<file path="src/hdl/arb_pkg.sv">
// Purpose: Shared constants and carriers for the multi-master bus arbiter
// Assumes: Up to sixteen masters, four-bit master number
// Notes:   Response codes follow the two-bit transfer response encoding
package arb_pkg;
   localparam int          MAX_MASTERS   = 16;
   localparam int          MNUM_W        = 4;
   localparam logic [MNUM_W-1:0] DEFAULT_MASTER = 4'h0;

   localparam logic [1:0]  RESP_OKAY     = 2'h0;
   localparam logic [1:0]  RESP_ERROR    = 2'h1;
   localparam logic [1:0]  RESP_RETRY    = 2'h2;
   localparam logic [1:0]  RESP_SPLIT    = 2'h3;

   localparam logic [1:0]  TRANS_IDLE    = 2'h0;

   // Bus-observed transfer status, all from slaves and the active master
   typedef struct packed {
      logic       ready;
      logic [1:0] resp;
      logic [1:0] trans;
   } bus_status_s;

   // Address-phase owner information broadcast to slaves
   typedef struct packed {
      logic [MNUM_W-1:0] master;
      logic              mastlock;
   } owner_s;
endpackage

</file>
<file path="src/hdl/prio_pick.sv">
// Purpose: Fixed-priority selector, lowest index wins
// Assumes: Purely combinational, same clock domain as caller
// Notes:   Reports whether any candidate was present
`timescale 1ns/1ps
module prio_pick #(
   parameter int N  = 16,
   parameter int IW = 4
) (
   // Candidates
   input  wire logic [N-1:0]  cand,
   // Result
   output logic              found,
   output logic [IW-1:0]     index
);
   always_comb begin
      found = 1'b0;
      index = '0;
      for (int i = N - 1; i >= 0; i--) begin
         if (cand[i]) begin
            found = 1'b1;
            index = IW'(i);
         end
      end
   end
endmodule

</file>
<file path="src/hdl/bus_arbiter.sv">
// Purpose: Arbiter for a multi-master system bus with lock and split support
// Assumes: All request, lock, ready and split inputs come from logic on clk
// Notes:   Fixed priority, master 0 highest; default master owns an idle bus
`timescale 1ns/1ps

// Summary of operation
// - One request input and one grant output per master, sixteen masters at most.
// - While the owning master holds lock high and is not parked by a split, no other master is granted.
// - Grant marks the master currently chosen as highest-priority requester.
// - Address phase ownership moves to the granted master only when ready is high.
// - Four-bit master number names the master performing the transfer.
// - Master number changes together with the owner's address and control phase.
// - Locked-sequence flag shows a locked owner, timed like the master number.
// - Split bit n releases master n for grant consideration again.
// - Inputs sampled and outputs updated on the rising clock edge.
module bus_arbiter
   import arb_pkg::*;
#(
   parameter int NUM_MASTERS = arb_pkg::MAX_MASTERS
) (
   // Clock and reset
   input  wire logic                      clk,
   input  wire logic                      rst,
   // Master requests
   input  wire logic [NUM_MASTERS-1:0]    bus_req,
   input  wire logic [NUM_MASTERS-1:0]    lock_req,
   // Bus status and split completions
   input  wire arb_pkg::bus_status_s      status,
   input  wire logic [NUM_MASTERS-1:0]    split_done,
   // Grants and owner broadcast
   output logic [NUM_MASTERS-1:0]         grant,
   output arb_pkg::owner_s                owner
);
   import arb_pkg::*;

   ////////////////////////////////////////////////////////////////////////////
   // State

   logic [NUM_MASTERS-1:0]     grant_q;
   logic [NUM_MASTERS-1:0]     grant_d;
   logic [MNUM_W-1:0]          gnt_num_q;
   logic [MNUM_W-1:0]          gnt_num_d;
   logic                       gnt_lock_q;
   logic                       gnt_lock_d;
   owner_s                     owner_q;
   owner_s                     owner_d;
   logic [MNUM_W-1:0]          data_num_q;
   logic [MNUM_W-1:0]          data_num_d;
   logic                       data_valid_q;
   logic                       data_valid_d;
   logic [NUM_MASTERS-1:0]     parked_q;
   logic [NUM_MASTERS-1:0]     parked_d;
   logic [NUM_MASTERS-1:0]     still_parked;
   logic                       split_seen;
   logic [NUM_MASTERS-1:0]     eligible;
   logic                       pick_found;
   logic [MNUM_W-1:0]          pick_idx;
   logic [MNUM_W-1:0]          next_num;
   logic                       hold_bus;

   ////////////////////////////////////////////////////////////////////////////
   // Constants and helpers

   // Reset value of the grant vector: the default master alone
   localparam logic [NUM_MASTERS-1:0] RESET_GRANT = NUM_MASTERS'(1) << DEFAULT_MASTER;

   function automatic logic [NUM_MASTERS-1:0] onehot(input logic [MNUM_W-1:0] n);
      onehot    = '0;
      onehot[n] = 1'b1;
   endfunction

   // Bit of a per-master vector picked by a master number
   function automatic logic bit_of(input logic [NUM_MASTERS-1:0] vec,
                                   input logic [MNUM_W-1:0]      n);
      bit_of = vec[n];
   endfunction

   ////////////////////////////////////////////////////////////////////////////
   // Selection

   // Parked masters stay masked until their completion bit arrives; a bit seen
   // in the same cycle already frees the master, saving a cycle of latency
   assign still_parked = parked_q & ~split_done;
   assign eligible     = bus_req & ~still_parked;

   prio_pick #(
      .N  (NUM_MASTERS),
      .IW (MNUM_W)
   ) u_pick (
      .cand  (eligible),
      .found (pick_found),
      .index (pick_idx)
   );

   // A locked owner keeps the grant even if it briefly drops its request;
   // a parked owner cannot hold, or a split locked master would stall the bus
   assign hold_bus = bit_of(lock_req, gnt_num_q) && !bit_of(parked_q, gnt_num_q);

   always_comb begin
      if (hold_bus) begin
         next_num = gnt_num_q;
      end else if (pick_found) begin
         next_num = pick_idx;
      end else begin
         next_num = DEFAULT_MASTER;
      end
   end

   ////////////////////////////////////////////////////////////////////////////
   // Grant register, re-arbitrated only at a transfer boundary

   // The lock flag travels with the grant so the broadcast matches the owner
   always_comb begin
      grant_d    = grant_q;
      gnt_num_d  = gnt_num_q;
      gnt_lock_d = gnt_lock_q;
      if (status.ready) begin
         grant_d    = onehot(next_num);
         gnt_num_d  = next_num;
         gnt_lock_d = hold_bus || bit_of(lock_req, next_num);
      end
   end

   always_ff @(posedge clk or posedge rst) begin
      if (rst) begin
         grant_q    <= RESET_GRANT;
         gnt_num_q  <= DEFAULT_MASTER;
         gnt_lock_q <= 1'b0;
      end else begin
         grant_q    <= grant_d;
         gnt_num_q  <= gnt_num_d;
         gnt_lock_q <= gnt_lock_d;
      end
   end

   ////////////////////////////////////////////////////////////////////////////
   // Owner broadcast follows the address phase of the granted master

   // Grant and ready high together mean the master now drives address phase
   always_comb begin
      owner_d = owner_q;
      if (status.ready) begin
         owner_d.master   = gnt_num_q;
         owner_d.mastlock = gnt_lock_q;
      end
   end

   always_ff @(posedge clk or posedge rst) begin
      if (rst) begin
         owner_q.master   <= DEFAULT_MASTER;
         owner_q.mastlock <= 1'b0;
      end else begin
         owner_q <= owner_d;
      end
   end

   ////////////////////////////////////////////////////////////////////////////
   // Data phase tracking

   // Track which master owns the data phase so its response can be judged;
   // idle transfers always get an OKAY, so only a real transfer can be split
   always_comb begin
      data_num_d   = data_num_q;
      data_valid_d = data_valid_q;
      if (status.ready) begin
         data_num_d   = owner_q.master;
         data_valid_d = (status.trans != TRANS_IDLE);
      end
   end

   always_ff @(posedge clk or posedge rst) begin
      if (rst) begin
         data_num_q   <= DEFAULT_MASTER;
         data_valid_q <= 1'b0;
      end else begin
         data_num_q   <= data_num_d;
         data_valid_q <= data_valid_d;
      end
   end

   ////////////////////////////////////////////////////////////////////////////
   // Split parking

   // A split is recorded on its first cycle, while ready is still low, so the
   // master is already masked at the edge that ends the two-cycle response
   assign split_seen = data_valid_q && !status.ready && (status.resp == RESP_SPLIT);

   // Set wins: a fresh split on a master is recorded even if its old
   // completion bit is seen in the same cycle
   always_comb begin
      parked_d = still_parked;
      if (split_seen) begin
         parked_d = parked_d | onehot(data_num_q);
      end
   end

   always_ff @(posedge clk or posedge rst) begin
      if (rst) begin
         parked_q <= '0;
      end else begin
         parked_q <= parked_d;
      end
   end

   ////////////////////////////////////////////////////////////////////////////
   // Outputs, straight from the registers

   assign grant = grant_q;
   assign owner = owner_q;
endmodule

</file>
<file path="config.mk">
export PLATFORM = sky130hd
export DESIGN_NAME = bus_arbiter
export DESIGN_NICKNAME = d
export VERILOG_FILES = /design/src/hdl/arb_pkg.sv /design/src/hdl/prio_pick.sv /design/src/hdl/bus_arbiter.sv
export SDC_FILE = /design/constraint.sdc
export NUM_CORES = 1
export LEC_CHECK = 0
export ABC_AREA = 1
export BUFFER_PORTS_ARGS = -buffer_cell sky130_fd_sc_hd__buf_2
export CAP_MARGIN = 20
export CORE_MARGIN = 2
export CORE_UTILIZATION = 45
export DETAILED_ROUTE_END_ITERATION = 8
export PLACE_DENSITY = 0.71
export SYNTH_ARGS = -nofsm -noshare
export SYNTH_HDL_FRONTEND = slang
export SYNTH_SLANG_ARGS = --single-unit
export TNS_END_PERCENT = 5
</file>
<file path="constraint.sdc">
create_clock -name clk -period 2.8 [get_ports clk]
set_input_delay 0.56 -clock clk [delete_from_list [all_inputs] [get_ports clk]]
set_output_delay 0.56 -clock clk [all_outputs]
set_load 0.02 [all_outputs]
</file>
==> metrics <==
status=completed; CTS buffer count=5; worst r2r dst=gnt_lock_q; Finish-stage setup viols=0; vias in the first global route=2471; Nets=477; register area share after synthesis=0.4686; Yosys warning count=0; Seq cells post-synth=47; Max-Cap Viols=0; Final ANT Viol Nets=0; Core Area=5439 sq um; CTS sink count=47; Setup crit end kind=flop; DR vias/cell=5.057; worst reg-to-reg setup slack=330 ps; Fmax=405.3 MHz; TritonCTS clock tree=built; CP max FO=10; Synth cell types=30; Worst-Margin Slew=929.3 ps; Cells after Synth=344; Async SR Flop Fraction=1.000; clock latency on the worst-skew pair=300 ps; number of cells on the worst reg-to-reg path=14; CP required=2990 ps; Slew Limit Fails=0; Starting Density=0.4619; CTS Hold Bufs=0; Global Route Usage Sum=0.2316; HPWL Detailed=5252 um; GRT overflow=0; Die W=78.72 um; average cell area after synthesis=7.304 sq um; most used flip-flop cell after synthesis=dfrtp_1; Starting DRT DRC Count=101; worst r2r src=gnt_num_q[2]; CTS root buffer=clkbuf_8; routability cong.=0.8482; kind of critical path=flop to flop; Buffers on Ports=75; Finished Cell Area=3072 sq um; Total Routed Length=6592 um; via count=2503; Max Clock Skew=7.007 ps; n_diodes=0; Initial DRT Pass Iterations=4; CP startpoint kind=flop; IO Pins=76; Post-Synthesis Cell Area=2512 sq um; die footprint=6197 sq um; initial antenna violation count=0; die height=78.72 um; clock buffer depth=2; growth of design area from synthesis to finish=22.26%; critical path data arrival time=2660 ps; Core Rows=27; first-pass GRT wire length=11130 um; Pleak=0.001683 uW; Final Cycle Share=0.8813; Post-synth EDFFs=0; setup TNS=0 ps; maximum VDD drop=0.4756 mV; Fin. Hold Viols=0; clock transition at the registers of the reported paths=80 ps; WL/cell=13.32 um; drt drc=0; Hold Path Class=input pin to async pin; Power Total=2460 uW; setup bufs post-CTS=0; unrepaired setup endpoints after global routing=no; Max transition margin=0.3766; Power per Cell Area=800.9 nW/um^2; H-tree levels=2; largest net degree at the start of global routing=26; placed instance area=2972 sq um; Final min period=2468 ps; syn nets=399; post_cts resized=0; layout cells sized above 1=0.2388
-- layout by cell type, fill, tap and decap left out --
| master | count |
|---|---|
| nor3_1 | 3 |
| o211ai_1 | 2 |
| a21oi_1 | 2 |
| nor2_4 | 1 |
| nand3_1 | 17 |
| a221o_1 | 1 |
| o21ai_1 | 7 |
| a221oi_1 | 2 |
| nand2_2 | 3 |
| o22ai_1 | 1 |
| buf_4 | 2 |
| nand3_2 | 1 |
| nor2_2 | 2 |
| o31ai_1 | 2 |
| a31oi_1 | 1 |
| inv_1 | 34 |
| or2_0 | 1 |
| dfrtp_1 | 46 |
| inv_2 | 3 |
| nand2_1 | 132 |
| buf_12 | 1 |
| clkbuf_1 | 1 |
| nand2_4 | 3 |
| dfstp_2 | 1 |
| nor2_1 | 23 |
| o311ai_1 | 2 |
| buf_2 | 75 |
| o21bai_1 | 1 |
| o21ai_0 | 41 |
| clkbuf_8 | 7 |
| clkinv_1 | 1 |
| or2_1 | 1 |
| nand3b_1 | 1 |
| o21ai_2 | 2 |
-- layout make-up --
class | instances | area (sq um)
Fill cell | 541 | 2367
Sequential cell | 47 | 1177
Multi-Input combinational cell | 252 | 1151
Timing Repair Buffer | 78 | 410.4
Inverter | 38 | 142.6
Clock buffer | 8 | 100.1
Tap cell | 72 | 90.09
-- routing by layer --
layer	global-route usage	routed length [um]	up-vias
met4	0.08070	133	0
li1	-	-	1253
met5	0	0	-
met2	0.3692	2937	84
met1	0.3146	3064	1154
met3	0.04886	457	12
-- synth_stat cells, types with 2 or more instances --
library cell    n  area share
inv_1          35       0.052
o211ai_1        2      0.0060
o21ai_0        41       0.082
o311ai_1        2      0.0070
nand2_2         3      0.0075
o21ai_1         7       0.014
buf_6           2      0.0090
a221oi_1        2      0.0070
nor3_1          3      0.0060
o31ai_1         2      0.0060
inv_2           3      0.0045
nand3_1        17       0.034
nor2_1         23       0.034
nand2_1       132        0.20
nand2_4         3       0.013
nor2_2          2      0.0050
a21oi_1         2      0.0040
dfrtp_1        46        0.46
clkbuf_1        5      0.0075
o21ai_2         2      0.0070
-- metrics by stage --
| stage | hold slack, ps | worst slack (ps) | instances | utilization |
|---|---|---|---|---|
| after floorplan | 450.1 | 613.8 | 344 | - |
| after global placement | 454.3 | 354.2 | 487 | 0.5464 |
| after detailed placement | 460.5 | 349.6 | 487 | 0.5464 |
| after CTS | 364.6 | 343.7 | 495 | 0.5648 |
| after global routing | 401.7 | 130.2 | 495 | 0.5648 |
| final | 345.2 | 332.5 | 495 | 0.5648 |
-- worst max-delay path by stage --
stage                    from    endpoint  slack (ps)  depth (start not counted)
6_report         gnt_num_q[2]  gnt_lock_q         330                         14
5_1_grt          gnt_num_q[2]  gnt_lock_q         130                         14
3_3_place_gp   split_done[11]  gnt_lock_q         350                         18
4_1_cts          gnt_num_q[2]  gnt_lock_q         340                         14
3_5_place_dp     gnt_num_q[2]  gnt_lock_q         350                         14
2_1_floorplan  split_done[11]  gnt_lock_q         610                         18
-- where the power goes --
group          leakage (uW)  switching [uW]  internal (uW)
logic               0.00100             773            355
clock network     0.0000515             219            226
registers          0.000631            82.1            806
total               0.00168            1070           1390
-- critical path, stage by stage, from the launching register on --
cell,delay (ps)
dfrtp_1,380
inv_1,280
a221oi_1,90
o31ai_1,420
nand2_2,130
nand2_4,130
inv_2,70
o21ai_2,320
inv_2,130
nand2_1,90
nand2_1,60
nand2_1,70
nand3_2,60
nor2_2,90
nor2_2,30
-- kinds of logic after synthesis --
family / synth area share
flip-flops: 0.4686
AO/OA/AOI/OAI: 0.1444
AND/OR/NAND/NOR: 0.3137
buffers and inverters: 0.07321
-- flip-flops by register name, indices dropped and copies added, names as in the netlist --
signal and cells:
owner 5, data_num_q 4, parked_q 16, gnt_num_q 4
grant 16, gnt_lock_q 1, data_valid_q 1
(Power assumes the default switching activity.)
